--- config.mk ---
export PLATFORM = sky130hd
export DESIGN_NAME = rsi_top
export DESIGN_NICKNAME = d
export VERILOG_FILES = /design/src/rtl/rsi_pkg.sv /design/src/rtl/rsi_top.sv
export SDC_FILE = /design/constraint.sdc
export NUM_CORES = 1
export LEC_CHECK = 0
export BUFFER_PORTS_ARGS = -buffer_cell sky130_fd_sc_hd__buf_2
export CORE_ASPECT_RATIO = 1.25
export CORE_UTILIZATION = 39
export DETAILED_ROUTE_END_ITERATION = 7
export GPL_TIMING_DRIVEN = 0
export SLEW_MARGIN = 20
export SYNTH_ARGS = -nofsm -noshare
export SYNTH_HDL_FRONTEND = slang
export SYNTH_SLANG_ARGS = --single-unit
--- constraint.sdc ---
create_clock -name CLK_SYS -period 2.25 [get_ports CLK_SYS]
set_input_delay 0.5625 -clock CLK_SYS [delete_from_list [all_inputs] [get_ports CLK_SYS]]
set_output_delay 0.5625 -clock CLK_SYS [all_outputs]
set_load 0.02 [all_outputs]
--- src/rtl/rsi_pkg.sv ---
// Constants and state layout of the reset state initializer
package rsi_pkg;
    // Register indices; byte address is four times the index
    localparam logic [7:0] IDX_INDIRECT  = 8'h00;
    localparam logic [7:0] IDX_TIMER     = 8'h01;
    localparam logic [7:0] IDX_PCL       = 8'h02;
    localparam logic [7:0] IDX_FLAGS     = 8'h03;
    localparam logic [7:0] IDX_FSP       = 8'h04;
    localparam logic [7:0] IDX_PORT_A    = 8'h05;
    localparam logic [7:0] IDX_PORT_B    = 8'h06;
    localparam logic [7:0] IDX_COUNTER_HIGH_LATCH    = 8'h0a;
    localparam logic [7:0] IDX_INTCTL    = 8'h0b;
    localparam logic [7:0] IDX_PIRQF     = 8'h0c;
    localparam logic [7:0] IDX_CMPCTL    = 8'h1f;
    localparam logic [7:0] IDX_OPTION    = 8'h81;
    localparam logic [7:0] IDX_DIR_A     = 8'h85;
    localparam logic [7:0] IDX_DIR_B     = 8'h86;
    localparam logic [7:0] IDX_PIRQE     = 8'h8c;
    localparam logic [7:0] IDX_PWRC      = 8'h8e;
    localparam logic [7:0] IDX_VREF      = 8'h9f;
    localparam logic [7:0] IDX_WACC      = 8'ha0;
    localparam logic [7:0] IDX_EVT_STAT  = 8'ha1;
    localparam logic [7:0] IDX_EVT_MASK  = 8'ha2;
    localparam logic [7:0] IDX_PC_VIEW   = 8'ha3;
    // Reset values and implemented-bit masks
    localparam logic [7:0]  OPTION_RST   = 8'hff;
    localparam logic [4:0]  DIR_A_RST    = 5'h1f;
    localparam logic [7:0]  DIR_B_RST    = 8'hff;
    localparam logic [12:0] PC_ZERO      = 13'h0000;
    localparam logic [12:0] IRQ_VECTOR   = 13'h0004;
    localparam logic [7:0]  CMP_MASK     = 8'h3f;
    localparam logic [7:0]  VREF_MASK    = 8'hef;
    localparam logic [7:0]  PIRQ_MASK    = 8'h40;
    localparam logic [7:0]  INTC_FLAGS   = 8'h07;
    // Field positions
    localparam int FLAGS_TO  = 4;
    localparam int FLAGS_PD  = 3;
    localparam int INTC_GIE  = 7;
    localparam int PWRC_POR  = 1;
    localparam int PWRC_BO   = 0;
    // Event bit order in the event status register
    localparam int EV_POR = 0, EV_BOR = 1, EV_MRUN = 2, EV_MSLP = 3;
    localparam int EV_WRST = 4, EV_WWAKE = 5, EV_IWAKE = 6, EV_N = 7;
    localparam logic [1:0] RESP_OKAY = 2'b00;
    localparam logic [1:0] RESP_SLVERR = 2'b10;
endpackage

--- src/rtl/rsi_top.sv ---
// Reset state initializer with AXI4-Lite register access
//
// The AXI4-Lite register port was left to the implementer.
`timescale 1ns/1ps
// Functional notes
// - Any reset loads the program counter with zero.
// - Core flags and power-cause flags take per-cause values.
// - Interrupt wake-up with global enable set then jumps to vector 4.
// - Wake-up sets only the interrupt flags that caused it.
// - Accumulator, timer, pointer and port data keep their contents.
// - Resets clear the low counter byte and the five-bit high latch.
// - Resets clear comparator, reference, peripheral flags and enables.
// - Unimplemented bits always read as zero.
// - Timeout and power-down flags depend on the reset or wake cause.
// - Power-on values win when power-on coincides with brown-out.
// - Power-on flag is cleared by power-on and by no other cause; software writes it.
module rsi_top
    import rsi_pkg::*;
#(
    parameter int AW = 12
) (
    input  wire logic          CLK_SYS,
    input  wire logic          RST_N,
    input  wire logic          POR_PULSE,
    input  wire logic          BOR_PULSE,
    input  wire logic          MASTER_CLEAR_PIN_RUN_PULSE,
    input  wire logic          MASTER_CLEAR_PIN_SLEEP_PULSE,
    input  wire logic          WDT_RESET_PULSE,
    input  wire logic          WDT_WAKE_PULSE,
    input  wire logic          IRQ_WAKE_PULSE,
    input  wire logic [7:0]    WAKE_INTC_SRC,
    input  wire logic [7:0]    WAKE_PIRQ_SRC,
    input  wire logic [AW-1:0] S_AXI_AWADDR,
    input  wire logic          S_AXI_AWVALID,
    output logic               S_AXI_AWREADY,
    input  wire logic [31:0]   S_AXI_WDATA,
    input  wire logic [3:0]    S_AXI_WSTRB,
    input  wire logic          S_AXI_WVALID,
    output logic               S_AXI_WREADY,
    output logic [1:0]         S_AXI_BRESP,
    output logic               S_AXI_BVALID,
    input  wire logic          S_AXI_BREADY,
    input  wire logic [AW-1:0] S_AXI_ARADDR,
    input  wire logic          S_AXI_ARVALID,
    output logic               S_AXI_ARREADY,
    output logic [31:0]        S_AXI_RDATA,
    output logic [1:0]         S_AXI_RRESP,
    output logic               S_AXI_RVALID,
    input  wire logic          S_AXI_RREADY,
    output logic [12:0]        PROG_COUNTER,
    output logic               IRQ
);
    typedef struct packed {
        logic [7:0]    wacc;
        logic [7:0]    tmr;
        logic [7:0]    fsp;
        logic [4:0]    pa;
        logic [7:0]    pb;
        logic [12:0]   pc;
        logic [4:0]    counter_high_latch;
        logic [7:0]    flags;
        logic [7:0]    intc;
        logic [7:0]    pirq;
        logic [7:0]    pie;
        logic [7:0]    cmp;
        logic [7:0]    opt;
        logic [4:0]    dira;
        logic [7:0]    dirb;
        logic [1:0]    pwrc;
        logic [7:0]    vref;
        logic          vec_pend;
        logic [EV_N-1:0] evt;
        logic [EV_N-1:0] msk;
        logic          irq;
        logic          aw_held;
        logic [7:0]    aw_idx;
        logic          w_held;
        logic [7:0]    wbyte;
        logic          wlane;
        logic          awready;
        logic          wready;
        logic          bvalid;
        logic [1:0]    bresp;
        logic          arready;
        logic          rvalid;
        logic [31:0]   rdata;
        logic [1:0]    rresp;
    } rsi_state_t;

    rsi_state_t st_ff;
    rsi_state_t nxt_st;
    logic [EV_N-1:0] ev;
    logic ev_rst;
    logic ev_wake;
    logic wr_go;

    // Read multiplexer; unimplemented bits are zero-filled
    function automatic logic [32:0] rd_mux(input rsi_state_t s,
                                           input logic [7:0] idx);
        logic [32:0] r;
        r = {1'b1, 32'h0};
        case (idx)
            IDX_INDIRECT: r[7:0] = 8'h00;
            IDX_TIMER:    r[7:0] = s.tmr;
            IDX_PCL:      r[7:0] = s.pc[7:0];
            IDX_FLAGS:    r[7:0] = s.flags;
            IDX_FSP:      r[7:0] = s.fsp;
            IDX_PORT_A:   r[4:0] = s.pa;
            IDX_PORT_B:   r[7:0] = s.pb;
            IDX_COUNTER_HIGH_LATCH:   r[4:0] = s.counter_high_latch;
            IDX_INTCTL:   r[7:0] = s.intc;
            IDX_PIRQF:    r[7:0] = s.pirq & PIRQ_MASK;
            IDX_CMPCTL:   r[7:0] = s.cmp & CMP_MASK;
            IDX_OPTION:   r[7:0] = s.opt;
            IDX_DIR_A:    r[4:0] = s.dira;
            IDX_DIR_B:    r[7:0] = s.dirb;
            IDX_PIRQE:    r[7:0] = s.pie & PIRQ_MASK;
            IDX_PWRC:     r[1:0] = s.pwrc;
            IDX_VREF:     r[7:0] = s.vref & VREF_MASK;
            IDX_WACC:     r[7:0] = s.wacc;
            IDX_EVT_STAT: r[EV_N-1:0] = s.evt;
            IDX_EVT_MASK: r[EV_N-1:0] = s.msk;
            IDX_PC_VIEW:  r[12:0] = s.pc;
            default:      r = 33'h0;
        endcase
        return r;
    endfunction

    // Cause decode with fixed priority
    always_comb begin
        ev = '0;
        if (POR_PULSE) begin
            ev[EV_POR] = 1'b1;
        end else if (BOR_PULSE) begin
            ev[EV_BOR] = 1'b1;
        end else if (MASTER_CLEAR_PIN_RUN_PULSE) begin
            ev[EV_MRUN] = 1'b1;
        end else if (MASTER_CLEAR_PIN_SLEEP_PULSE) begin
            ev[EV_MSLP] = 1'b1;
        end else if (WDT_RESET_PULSE) begin
            ev[EV_WRST] = 1'b1;
        end else if (WDT_WAKE_PULSE) begin
            ev[EV_WWAKE] = 1'b1;
        end else if (IRQ_WAKE_PULSE) begin
            ev[EV_IWAKE] = 1'b1;
        end
        ev_rst  = |ev[EV_WRST:EV_POR];
        ev_wake = ev[EV_WWAKE] | ev[EV_IWAKE];
    end

    assign wr_go = st_ff.aw_held & st_ff.w_held & ~st_ff.bvalid;

    // Next-state logic: bus access first, cause pulses override
    always_comb begin
        logic [32:0] rd;
        rd = 33'h0;
        nxt_st = st_ff;
        // Write address and data are taken in either order
        if (S_AXI_AWVALID && st_ff.awready) begin
            nxt_st.aw_held = 1'b1;
            nxt_st.aw_idx  = S_AXI_AWADDR[9:2];
        end
        if (S_AXI_WVALID && st_ff.wready) begin
            nxt_st.w_held = 1'b1;
            nxt_st.wbyte  = S_AXI_WDATA[7:0];
            nxt_st.wlane  = S_AXI_WSTRB[0];
        end
        if (S_AXI_BVALID && S_AXI_BREADY) begin
            nxt_st.bvalid = 1'b0;
        end
        if (wr_go) begin
            nxt_st.aw_held = 1'b0;
            nxt_st.w_held  = 1'b0;
            nxt_st.bvalid  = 1'b1;
            rd = rd_mux(st_ff, st_ff.aw_idx);
            nxt_st.bresp = rd[32] ? RESP_OKAY : RESP_SLVERR;
            if (st_ff.wlane) begin
                case (st_ff.aw_idx)
                    IDX_TIMER:  nxt_st.tmr = st_ff.wbyte;
                    IDX_PCL:    nxt_st.pc = {st_ff.counter_high_latch, st_ff.wbyte};
                    IDX_FLAGS:  nxt_st.flags = st_ff.wbyte;
                    IDX_FSP:    nxt_st.fsp = st_ff.wbyte;
                    IDX_PORT_A: nxt_st.pa = st_ff.wbyte[4:0];
                    IDX_PORT_B: nxt_st.pb = st_ff.wbyte;
                    IDX_COUNTER_HIGH_LATCH: nxt_st.counter_high_latch = st_ff.wbyte[4:0];
                    IDX_INTCTL: nxt_st.intc = st_ff.wbyte;
                    IDX_PIRQF:  nxt_st.pirq = st_ff.wbyte & PIRQ_MASK;
                    IDX_CMPCTL: nxt_st.cmp = st_ff.wbyte & CMP_MASK;
                    IDX_OPTION: nxt_st.opt = st_ff.wbyte;
                    IDX_DIR_A:  nxt_st.dira = st_ff.wbyte[4:0];
                    IDX_DIR_B:  nxt_st.dirb = st_ff.wbyte;
                    IDX_PIRQE:  nxt_st.pie = st_ff.wbyte & PIRQ_MASK;
                    IDX_PWRC:   nxt_st.pwrc = st_ff.wbyte[1:0];
                    IDX_VREF:   nxt_st.vref = st_ff.wbyte & VREF_MASK;
                    IDX_WACC:   nxt_st.wacc = st_ff.wbyte;
                    IDX_EVT_STAT:
                        nxt_st.evt = st_ff.evt & ~st_ff.wbyte[EV_N-1:0];
                    IDX_EVT_MASK: nxt_st.msk = st_ff.wbyte[EV_N-1:0];
                    default: nxt_st.tmr = st_ff.tmr;
                endcase
            end
        end
        // Read channel: one outstanding read
        if (S_AXI_RVALID && S_AXI_RREADY) begin
            nxt_st.rvalid = 1'b0;
        end
        if (S_AXI_ARVALID && st_ff.arready) begin
            rd = rd_mux(st_ff, S_AXI_ARADDR[9:2]);
            nxt_st.rvalid = 1'b1;
            nxt_st.rdata  = rd[31:0];
            nxt_st.rresp  = rd[32] ? RESP_OKAY : RESP_SLVERR;
        end
        // Pending vector jump one cycle after the wake increment
        nxt_st.vec_pend = 1'b0;
        if (st_ff.vec_pend) begin
            nxt_st.pc = IRQ_VECTOR;
            nxt_st.intc[INTC_GIE] = 1'b0;
        end
        // Reset causes: contents of data registers are left alone
        if (ev_rst) begin
            nxt_st.pc     = PC_ZERO;
            nxt_st.counter_high_latch = 5'h00;
            nxt_st.opt    = OPTION_RST;
            nxt_st.dira   = DIR_A_RST;
            nxt_st.dirb   = DIR_B_RST;
            nxt_st.cmp    = 8'h00;
            nxt_st.vref   = 8'h00;
            nxt_st.pirq   = 8'h00;
            nxt_st.pie    = 8'h00;
            nxt_st.intc   = {7'h00, st_ff.intc[0]};
            nxt_st.flags[7:5] = 3'b000;
            nxt_st.vec_pend = 1'b0;
        end
        // Timeout and power-down flags by cause
        if (ev[EV_POR]) begin
            nxt_st.flags[FLAGS_TO] = 1'b1;
            nxt_st.flags[FLAGS_PD] = 1'b1;
            nxt_st.pwrc[PWRC_POR]  = 1'b0;
        end
        if (ev[EV_BOR]) begin
            nxt_st.flags[FLAGS_TO] = 1'b1;
            nxt_st.flags[FLAGS_PD] = 1'b1;
            nxt_st.pwrc[PWRC_BO]   = 1'b0;
        end
        if (ev[EV_MSLP]) begin
            nxt_st.flags[FLAGS_TO] = 1'b1;
            nxt_st.flags[FLAGS_PD] = 1'b0;
        end
        if (ev[EV_WRST]) begin
            nxt_st.flags[FLAGS_TO] = 1'b0;
            nxt_st.flags[FLAGS_PD] = 1'b1;
        end
        // Wake-ups resume at the next address
        if (ev_wake) begin
            nxt_st.pc = st_ff.pc + 13'h0001;
            nxt_st.flags[FLAGS_PD] = 1'b0;
            nxt_st.flags[FLAGS_TO] = ev[EV_IWAKE];
        end
        if (ev[EV_IWAKE]) begin
            nxt_st.intc = st_ff.intc | (WAKE_INTC_SRC & INTC_FLAGS);
            nxt_st.pirq = (st_ff.pirq | WAKE_PIRQ_SRC) & PIRQ_MASK;
            nxt_st.vec_pend = st_ff.intc[INTC_GIE];
        end
        // Sticky events: set wins over a software clear
        nxt_st.evt = nxt_st.evt | ev;
        nxt_st.irq = |(nxt_st.evt & nxt_st.msk);
        nxt_st.awready = ~nxt_st.aw_held & ~nxt_st.bvalid;
        nxt_st.wready  = ~nxt_st.w_held & ~nxt_st.bvalid;
        nxt_st.arready = ~nxt_st.rvalid;
    end

    // State register
    always_ff @(posedge CLK_SYS or negedge RST_N) begin
        if (!RST_N) begin
            st_ff <= '0;
        end else begin
            st_ff <= nxt_st;
        end
    end

    // Outputs straight from the state register
    assign S_AXI_AWREADY = st_ff.awready;
    assign S_AXI_WREADY  = st_ff.wready;
    assign S_AXI_BVALID  = st_ff.bvalid;
    assign S_AXI_BRESP   = st_ff.bresp;
    assign S_AXI_ARREADY = st_ff.arready;
    assign S_AXI_RVALID  = st_ff.rvalid;
    assign S_AXI_RDATA   = st_ff.rdata;
    assign S_AXI_RRESP   = st_ff.rresp;
    assign PROG_COUNTER  = st_ff.pc;
    assign IRQ           = st_ff.irq;
endmodule

# Yosys cells after proc, flatten, opt, wreduce, memory -nomap -nowiden
# Index checks and enable logic that the tools add are counted.
op_classes:
  add_sub_neg: 1
  mul: 0
  div_mod_pow: 0
  magnitude_cmp: 0
  eq_ne: 41
  shift: 0
  mux: 65
  bitwise: 16
  reduce_logical: 66
op_table:
  columns: ["cell", "n"]
  rows:
  - ["2-to-1 mux 89 bit", 2]
  - ["== test 8 bit, second input constant", 20]
  - ["2-to-1 mux 20 bit", 4]
  - ["2-to-1 mux 8 bit", 8]
  - ["AND reduction 3 bit", 21]
  - ["2-to-1 mux 53 bit", 1]
  - ["== test 8 x 3 -> 1 bit, second input constant", 6]
  - ["== test 8 x 4 -> 1 bit, second input constant", 6]
  - ["one-hot mux 3 bit (16 select lines)", 1]
  - ["OR reduction 21 bit", 2]
  - ["2-to-1 mux 13 bit", 3]
  - ["nonzero test 2 bit", 19]
  - ["2-to-1 mux 35 bit", 1]
  - ["one-hot mux 2 bit (17 select lines)", 1]
  - ["== test 8 x 2 -> 1 bit, second input constant", 4]
  - ["one-hot mux 2 bit (15 select lines)", 1]
  - ["2-to-1 mux 14 bit", 2]
  - ["nonzero test 4 bit", 6]
  - ["2-to-1 mux 21 bit", 1]
  - ["2-to-1 mux 5 bit", 4]
  - ["2-to-1 mux 2 bit", 9]
  - ["2-to-1 mux 9 bit", 2]
  - ["nonzero test 6 bit", 3]
  - ["== test 8 x 1 -> 1 bit, second input constant", 2]
  - ["25 further kinds", 60]
totals:
  ff_bits: 198
  latchBits: 0
  ramBits: 0
  mem_bits_ro: 0
  in_bits: 90
  memories: 0

# Longest topological paths before layout
# Gate-level depths: netlist (run 1).
depth:
  word_depth: 11
  ltp_mapped: 9

# Worst setup path after synthesis (run 1)
# No wires, ideal clock.
synth_path:
  path_type: "input to register"
  from: "in S_AXI_ARADDR[7]"
  to: "reg st_ff, in the netlist S_AXI_RDATA[0]"
  setup_ps: 96
  arrival_ps: 2067
  required_time_ps: 2154
  path_slack_ps: 87
  cell_stages: 7
  path_buffers: 2
  cell_sequence: "buf_2 -> or4_1 -> buf_2 -> nor2_1 -> a21oi_1 -> a311o_1 -> a311oi_2"
synth_between:
  elab_chain_cells: 3
synth_rtl:
  columns: ["item", "line_no", "rtl"]
  rows:
  - ["start, declared", "rsi_top.sv:43", "input wire logic [AW-1:0] S_AXI_ARADDR,"]
  - ["== test 8 bit or == test 8 x 2 -> 1 bit (tied branches)", "rsi_top.sv:102", "case (idx)"]
  - ["OR reduction 2 bit (no line)", null, null]
  - ["one-hot mux 2 bit (17 select lines) *", "rsi_top.sv:102", null]
  - ["end signal, assigned", "rsi_top.sv:277", "st_ff <= nxt_st;"]
  - ["end, declared", "rsi_top.sv:90", "rsi_state_t st_ff;"]
# Mark *: on every way between the ends. The rest lies on a longest branch, timed or not.
# A chain may end at the register's enable or synchronous reset.

# Final worst setup path (run 1)
layout_path:
  from: "in S_AXI_ARADDR[2]"
  to: "reg st_ff, in the netlist S_AXI_RDATA[1]"
# The elaborated chain is that of the path after synthesis.

==> PnR_summary.wiki, run 1 <==
{| class="wikitable"
! Metric !! Value
|-
| Clk Tree Root Cell || clkbuf_16
|-
| Part of the power in registers || 40.2%
|-
| Clock insertion delay at the later pin of the skew report || 450 ps
|-
| Antenna violations before repair || 0
|-
| RSZ-0062 raised after global routing || true
|-
| DR iter-0 viols || 650
|-
| CP max FO || 10
|-
| Critical R2R Capture || PROG_COUNTER[12]
|-
| DRC Markers || 0
|-
| Leakage power of the design || 4.61 nW
|-
| Buffer levels on the longest clock path || 2
|-
| Vias in the first global route || 7255
|-
| Data required time at the worst endpoint || around 2600 ps
|-
| Final routed wirelength across all metal layers || between 20 and 30 mm
|-
| Final setup violation count || 0
|-
| Most used flip-flop cell after synthesis || dfrtp_1
|-
| Mean cell area of the mapped netlist || between 9 and 10 um2
|-
| Num CTS Buffers || 17
|-
| Sinks on the clock net || 164
|-
| Tcrit/Tclk final || about 100%
|-
| Total GRT Usage || about a quarter
|-
| Max-capacitance violation count || 0
|-
| Cell occurring most often along the worst timing path || clkbuf_1
|-
| Layout Cells excl Fill || roughly 1300
|-
| Maximum clock skew at final layout || 13.3 ps
|-
| Die height || 171 um
|-
| Die extent in x || 137 um
|-
| Standard cell core area || 22300 um2
|-
| Minimum clock period after layout || roughly 2200 ps
|-
| Reg2Reg Depth || 6
|-
| Path type of the worst min-delay path || in2async
|-
| Final net count || 1099
|-
| Filler Cells Inserted || around 2200
|-
| Count of input and output buffers || between 70 and 80
|-
| Cells along the critical path || buf_2, clkbuf_1, clkbuf_2, clkbuf_1, o21ai_0, a32oi_1, a31oi_1
|-
| Number of iterations in the first detailed-routing pass || 6
|-
| Clock transition time at the flip-flop clock pins of the worst setup and hold paths || 70 ps
|-
| CP max stage cell || clkbuf_1
|-
| Setup slack, reg-to-reg || roughly 100 ps
|-
| Run status || finished, final reports clean
|-
| Detailed placer's ending HPWL || 21.8 mm
|-
| Site Rows || 61
|-
| Post-place instance area || 9700 um2
|-
| Antenna Cells || 0
|-
| Internal power || 5.87 mW
|-
| Share of synthesized area occupied by flip-flops and latches || a little under half
|-
| Pwr per Cell Area || approximately 860 nW/um2
|-
| TritonCTS clock tree || built
|-
| Largest net degree at the start of global routing || 87
|-
| Post-synthesis instance total || 889
|-
| Unique cell type count in the Yosys netlist || 67
|-
| Uppermost metal layer occupied by signal nets || met4
|-
| Global-route wire length before repair || ~45 mm
|-
| Crit path arrival time || 2510 ps
|-
| Warnings from Yosys || 0
|-
| Number of buffer and inverter instances along the worst setup path || 4
|-
| Routability-driven placement congestion ratio || 0.973
|-
| Area Overhead vs Synth || 18.2%
|-
| Vias || 7727
|-
| Switching power share of the total || 34.6%
|-
| R2R Path Start || PROG_COUNTER[0]
|-
| Critical Setup Path Class || in2reg
|-
| Pins Over Slew Limit || 0
|-
| Post-synth EDFFs || 0
|-
| Worst path top cell family by delay || buffers and inverters
|-
| Met2 wirelength from detailed routing || 13.9 mm
|-
| Total die area || between 20000 and 25000 um2
|-
| Stage delay of the slowest cell on the critical path || 430 ps
|-
| Sort of element at the start of the critical path || input pin
|-
| Placed cell count || 1266
|-
| Transition time of the tightest slew-check pin || 964 ps
|-
| Detail Route Antenna Nets || 0
|-
| # IOs || 145
|-
| Flip-flop and latch count after synthesis || between 150 and 200
|-
| Htree depth || 4
|-
| Design area || 10500 um2
|-
| Met3 routed wirelength || 2.12 mm
|-
| Max Clock Freq || 453 MHz
|-
| Gate power share || 24.1%
|-
| Wirelength per Cell || 22.7 um
|-
| Share of power burned in the clock network || a little over a third
|-
| Total net switching power || roughly 3.1 mW
|-
| Combined area of all synthesized cells || 8870 um2
|-
| Global-route congestion overflow total || 0
|-
| Endpoint class of the critical path || register
|-
| Relative slew margins || 35.6%
|-
| Wire length on met1 || 12.0 mm
|-
| Via-to-Cell Ratio || slightly below 6
|-
| Ratio of cells with drive above 1 in the final layout || 27.6%
|-
| Hold Fails Final Rpt || 0
|-
| Async set or reset register ratio after synthesis || 100%
|-
| Initial core utilization || 39.8%
|-
| Worst supply voltage drop on vdd || approximately 0.00066 V
|}
[cells by family after synthesis]
| logic type | Yosys count | share of synthesized area (%) |
|---|---|---|
| AND/OR/NAND/NOR | 306 | 18.1 |
| AO/OA/AOI/OAI | 187 | 14.9 |
| flip-flops | 164 | 46.3 |
| buffers and inverters | 126 | 7.78 |
| multiplexers | 103 | 12.6 |
| adder cells (fa/ha/maj) | 1 | 0.141 |
| other | 1 | 0.0423 |
| XOR/XNOR | 1 | 0.0988 |
[metrics by stage]
stage	setup slack, ps	total power, mW	TNS [ps]	util, %	hold WS, ps
2_1_floorplan	87.0	4.93	0	-	267
3_3_place_gp	-2020	5.72	-360100	43.3	461
3_5_place_dp	-549	5.74	-32130	43.5	470
4_1_cts	-13.4	8.95	-26.5	46.6	126
5_1_grt	-12.8	9.36	-23.9	47.0	139
6_report	43.8	8.98	0	47.0	91.5
[worst max-delay path by stage]
stage | startpoint | to | slack (ps) | cells past startpoint
floorplan | S_AXI_ARADDR[7] | S_AXI_RDATA[0] | 90 | 7
global placement | RST_N | st_ff[53] | -2020 | 1
detailed placement | S_AXI_ARADDR[2] | S_AXI_RDATA[3] | -550 | 7
CTS | st_ff[57] | PROG_COUNTER[5] | -10 | 7
global route | S_AXI_ARADDR[2] | S_AXI_RDATA[1] | -10 | 7
finish | S_AXI_ARADDR[2] | S_AXI_RDATA[1] | 40 | 7
[worst reg2reg max path, cell delays in order (launching register included)]
cell and delay [ps]:
dfrtp_1 660, ha_1 290, nand3_1 170, nor4_2 430
nand3_1 130, o31a_1 240, o21ai_0 140
[placed cells by master, fill, tap and decap left out, drive strengths merged, types with 4 or more instances in the layout]
| cell | netlist | layout |
|---|---|---|
| a21o | 4 | 4 |
| nor3b | 5 | 5 |
| nand4 | 30 | 30 |
| nor4 | 8 | 8 |
| o211ai | 28 | 28 |
| inv | 16 | 25 |
| conb | 1 | 21 |
| o311ai | 7 | 7 |
| dfrtp | 164 | 164 |
| clkbuf | 34 | 53 |
| a22oi | 13 | 13 |
| nand2 | 73 | 73 |
| nor4b | 6 | 6 |
| nand2b | 5 | 5 |
| a22o | 13 | 13 |
| nand3 | 37 | 37 |
| o21ai | 37 | 37 |
| a32oi | 7 | 7 |
| and3 | 11 | 11 |
| nand3b | 4 | 4 |
| mux2 | 72 | 72 |
| nor3 | 16 | 16 |
| a221oi | 5 | 5 |
| and2 | 9 | 9 |
| a21oi | 25 | 25 |
| nor2 | 66 | 66 |
| mux2i | 31 | 31 |
| buf | 76 | 155 |
| a32o | 4 | 4 |
| a211oi | 5 | 5 |
| o22ai | 5 | 5 |
| nor2b | 19 | 19 |
| a31oi | 9 | 9 |
[final cells by class]
| cell class | instances | area (um2) | share of cell area, % |
|---|---|---|---|
| well taps | 283 | 354 | 3.38 |
| repair buffers | 81 | 455 | 4.35 |
| clock buffers | 18 | 429 | 4.10 |
| plain buffers | 109 | 646 | 6.16 |
| clock inverters | 14 | 204 | 1.95 |
| multi-input cells | 619 | 4220 | 40.3 |
| inverters | 16 | 60.1 | 0.573 |
| flip-flops and latches | 164 | 4100 | 39.2 |
[repair_timing]
action | in CTS | in global routing
pin swaps | 2 | 5
endpoints found under the setup margin | 50 | 62
hold buffers | 0 | 0
setup buffers | 3 | 4
gates resized for setup | 12 | 19
[registers in the layout (all words and copies together) (netlist names)]
signal         flops
IRQ                1
S_AXI_ARREADY      1
S_AXI_RDATA       13
S_AXI_BVALID       1
S_AXI_RRESP        1
st_ff            130
S_AXI_AWREADY      1
S_AXI_RVALID       1
S_AXI_BRESP        1
PROG_COUNTER      13
S_AXI_WREADY       1
[per-layer routing]
| metal | vias up | GRT usage (%) |
|---|---|---|
| met5 | - | 0 |
| met1 | 3784 | 34.3 |
| met4 | 0 | 15.1 |
| li1 | 3460 | - |
| met2 | 393 | 42.1 |
| met3 | 90 | 4.39 |
[Yosys cell counts (all sizes together), types with 16 or more instances]
cell type  instances  area, um2
mux2              72        811
nor2              66        248
mux2i             31        310
nand4             30        188
o211ai            28        210
nor2b             19        119
dfrtp            164       4100
a21oi             25        125
nand2             73        274
o21ai             37        185
inv               16       60.1
nor3              16       85.1
buf               76        502
clkbuf            34        128
nand3             37        185
[power groups by stage]
stage / sequential [mW] / combinational, mW / clock, mW
4_1_cts: 3.58 / 2.13 / 3.24
3_3_place_gp: 3.62 / 2.10 / 0
5_1_grt: 3.64 / 2.35 / 3.36
6_report: 3.61 / 2.17 / 3.20
3_5_place_dp: 3.63 / 2.11 / 0
2_1_floorplan: 3.58 / 1.35 / 0
No activity file was read; power rests on OpenSTA's default activity.
==> run 2, diff against run 1 <==
--- a/config.mk
+++ b/config.mk
@@ -6,7 +6,7 @@
 export NUM_CORES = 1
 export LEC_CHECK = 0
 export BUFFER_PORTS_ARGS = -buffer_cell sky130_fd_sc_hd__buf_2
-export CORE_ASPECT_RATIO = 1.25
+export CORE_ASPECT_RATIO = 1.1
 export CORE_UTILIZATION = 39
 export DETAILED_ROUTE_END_ITERATION = 7
 export GPL_TIMING_DRIVEN = 0
==> run 2 against run 1 <==
Effect of this change: the run now ends with negative setup slack left; clock power decreased by 7.2%; power fell by 2.3%; global-route usage fell by 0.41 points; combinational power about the same; via count is 1.3% lower; die area barely moved; sequential cell count unchanged; critical path type unchanged; largest power group unchanged.
==> PnR_summary.wiki, run 2 (synthesis results as in run 1) <==
{| class="wikitable"
! Metric !! Value
|-
| Initial core utilization || 40.0% (was 39.8%)
|-
| Die height || 160 um (was 171 um)
|-
| Number of buffer and inverter instances along the worst setup path || 2 (was 4)
|-
| Path type of the worst min-delay path || in2async (unchanged)
|-
| Stage delay of the slowest cell on the critical path || 610 ps (was 430 ps)
|-
| Relative slew margins || 39.6% (was 35.6%)
|-
| Die extent in x || 146 um (was 137 um)
|-
| Max Clock Freq || 443 MHz (was 453 MHz)
|-
| Site Rows || 57 (was 61)
|-
| Detail Route Antenna Nets || 0 (unchanged)
|-
| Most common library cell in the layout ignoring fill and taps || dfrtp_1 (unchanged)
|-
| Placed cell count || 1278 (was 1266)
|-
| Top library cells by usage in the layout, fill and taps aside || dfrtp_1 (164), buf_2 (89), mux2_2 (72), nand2_1 (72), nor2_1 (64) (was dfrtp_1 (164), buf_2 (88), mux2_2 (72))
|-
| Crit path arrival time || 2590 ps (was 2510 ps)
|-
| Via-to-Cell Ratio || 5.80 (was 5.93)
|-
| Num CTS Buffers || 17 (unchanged)
|-
| Final routed wirelength across all metal layers || 29.7 mm (was 29.6 mm)
|-
| Sinks on the clock net || 164 (unchanged)
|-
| Leakage power of the design || 4.61 nW (about the same)
|-
| Maximum clock skew at final layout || 9.27 ps (was 13.3 ps)
|-
| Sort of element at the start of the critical path || input pin (unchanged)
|-
| Detailed placer's ending HPWL || 21.8 mm (about the same)
|-
| Hold-fix buffers, CTS || 0 (unchanged)
|-
| Final net count || 1100 (was 1099)
|-
| Total die area || 23300 um2 (about the same)
|-
| Hold Fails Final Rpt || 0 (unchanged)
|-
| Pwr per Cell Area || 838 nW/um2 (was 857 nW/um2)
|-
| Ratio of cells with drive above 1 in the final layout || 27.9% (was 27.6%)
|-
| Clock insertion delay at the later pin of the skew report || 440 ps (was 450 ps)
|-
| Clock transition time at the flip-flop clock pins of the worst setup and hold paths || 70 ps (about the same)
|-
| Worst path top cell family by delay || compound AO/OA/AOI/OAI gates (was buffers and inverters)
|-
| DR iter-0 viols || 650 (unchanged)
|-
| Cells along the critical path || buf_2, buf_2, nor2b_2, nand2_1, o32ai_1, a2111oi_0, a211oi_1 (was buf_2, clkbuf_1, clkbuf_2, clkbuf_1, o21ai_0, a32oi_1, a31oi_1)
|-
| Violated checks || negative setup slack
|-
| Antenna violations before repair || 0 (unchanged)
|-
| Vias in the first global route || 7268 (was 7255)
|-
| Buffer levels on the longest clock path || 2 (unchanged)
|-
| # IOs || 145 (unchanged)
|-
| Minimum clock period after layout || 2260 ps (was 2210 ps)
|-
| Filler Cells Inserted || 2149 (was 2173)
|-
| Critical Setup Path Class || in2reg (unchanged)
|-
| Data required time at the worst endpoint || 2580 ps (was 2560 ps)
|-
| Total GRT Usage || 26.1% (was 26.6%)
|-
| Design area || 10500 um2 (about the same)
|-
| Layout Cells excl Fill || 1316 (was 1304)
|-
| Wirelength per Cell || 22.6 um (was 22.7 um)
|-
| DRC Markers || 0 (unchanged)
|-
| Run status || finished with violations (was finished, final reports clean)
|-
| Global-route wire length before repair || 45.3 mm (was 44.9 mm)
|-
| Largest net degree at the start of global routing || 86 (was 87)
|-
| Antenna Cells || 0 (unchanged)
|-
| Endpoint class of the critical path || register (unchanged)
|-
| Number of iterations in the first detailed-routing pass || 6 (unchanged)
|-
| Final setup violation count || 1 (was 0)
|-
| TritonCTS clock tree || built (unchanged)
|-
| Max-capacitance violation count || 0 (unchanged)
|-
| CP max stage cell || o32ai_1 (was clkbuf_1)
|-
| Worst supply voltage drop on vdd || 0.000617 V (was 0.000662 V)
|-
| Post-place instance area || 9710 um2 (was 9700 um2)
|-
| Standard cell core area || 22200 um2 (was 22300 um2)
|-
| Flip-flop count of the largest register, all copies and words added || 130 (unchanged)
|-
| CP max FO || 10 (unchanged)
|-
| Htree depth || 4 (unchanged)
|-
| Most flop-heavy register || st_ff (unchanged)
|-
| Global-route congestion overflow total || 0 (unchanged)
|-
| Tcrit/Tclk final || 100% (was 98.1%)
|-
| Area Overhead vs Synth || 18.0% (was 18.2%)
|-
| Final setup margin || -6.31 ps (was 43.8 ps)
|-
| Routability-driven placement congestion ratio || 0.980 (was 0.973)
|-
| Transition time of the tightest slew-check pin || 899 ps (was 964 ps)
|-
| Vias || 7628 (was 7727)
|-
| Count of input and output buffers || 73 (unchanged)
|-
| Cell occurring most often along the worst timing path || buf_2 (was clkbuf_1)
|-
| Pins Over Slew Limit || 0 (unchanged)
|-
| Clk Tree Root Cell || clkbuf_16 (unchanged)
|}
run 2: worst paths after layout:
| check | start | endpoint | slack (ps) | cells past startpoint |
|---|---|---|---|---|
| setup / recovery | S_AXI_ARADDR[4] | S_AXI_RDATA[5] | -6 | 7 |
| hold / removal | RST_N | st_ff[201] | 90 | 1 |
| setup reg to reg | st_ff[57] | st_ff[91] | 130 | 6 |
| hold reg to reg | st_ff[140] | st_ff[140] | 500 | 2 |
| max in group asynchronous | RST_N | st_ff[56] | 1330 | 2 |
| min in group CLK_SYS | S_AXI_RREADY | S_AXI_RVALID | 350 | 2 |
run 2: final cells by class:
| cell class | instances | area (um2) | share of cell area, % |
|---|---|---|---|
| multi-input combinational | 619 | 4220 | 40.3 |
| sequential | 164 | 4100 | 39.2 |
| buffer | 109 | 652 | 6.23 |
| timing repair buffer | 82 | 475 | 4.55 |
| clock buffer | 20 | 457 | 4.37 |
| tap | 295 | 369 | 3.53 |
| clock inverter | 11 | 125 | 1.20 |
| inverter | 16 | 60.1 | 0.574 |
run 2: metal layers:
layer	GRT usage (%)	part of all wire [%]	up-vias
li1	-	-	3465
met1	35.7	44	3753
met2	40.3	45	344
met3	5.17	6.9	66
met4	11.2	3.9	0
met5	0	0	-
run 2: stage by stage:
step,util [%],worst slack [ps],setup TNS [ps],hold WS [ps],power (mW)
2_1_floorplan,-,87.0,0,267,4.93
3_3_place_gp,43.6,-2000,-355820,466,5.72
3_5_place_dp,43.8,-543,-30720,476,5.75
4_1_cts,46.8,2.85,0,135,8.73
5_1_grt,47.2,-3.71,-3.71,147,9.12
6_report,47.2,-6.31,-6.31,85.1,8.77
run 2: where the power goes:
part | internal [mW] | total [mW] | switching [mW] | leakage, nW
clock | 1.69 | 2.97 | 1.28 | 0.283
sequential | 3.30 | 3.60 | 0.298 | 2.08
combinational | 0.776 | 2.20 | 1.42 | 2.25
run 2: repair_timing:
action	in CTS	in global routing
buffers inserted	5	3
pin swaps	4	3
gates resized for setup	16	21
endpoints found under the setup margin	58	78
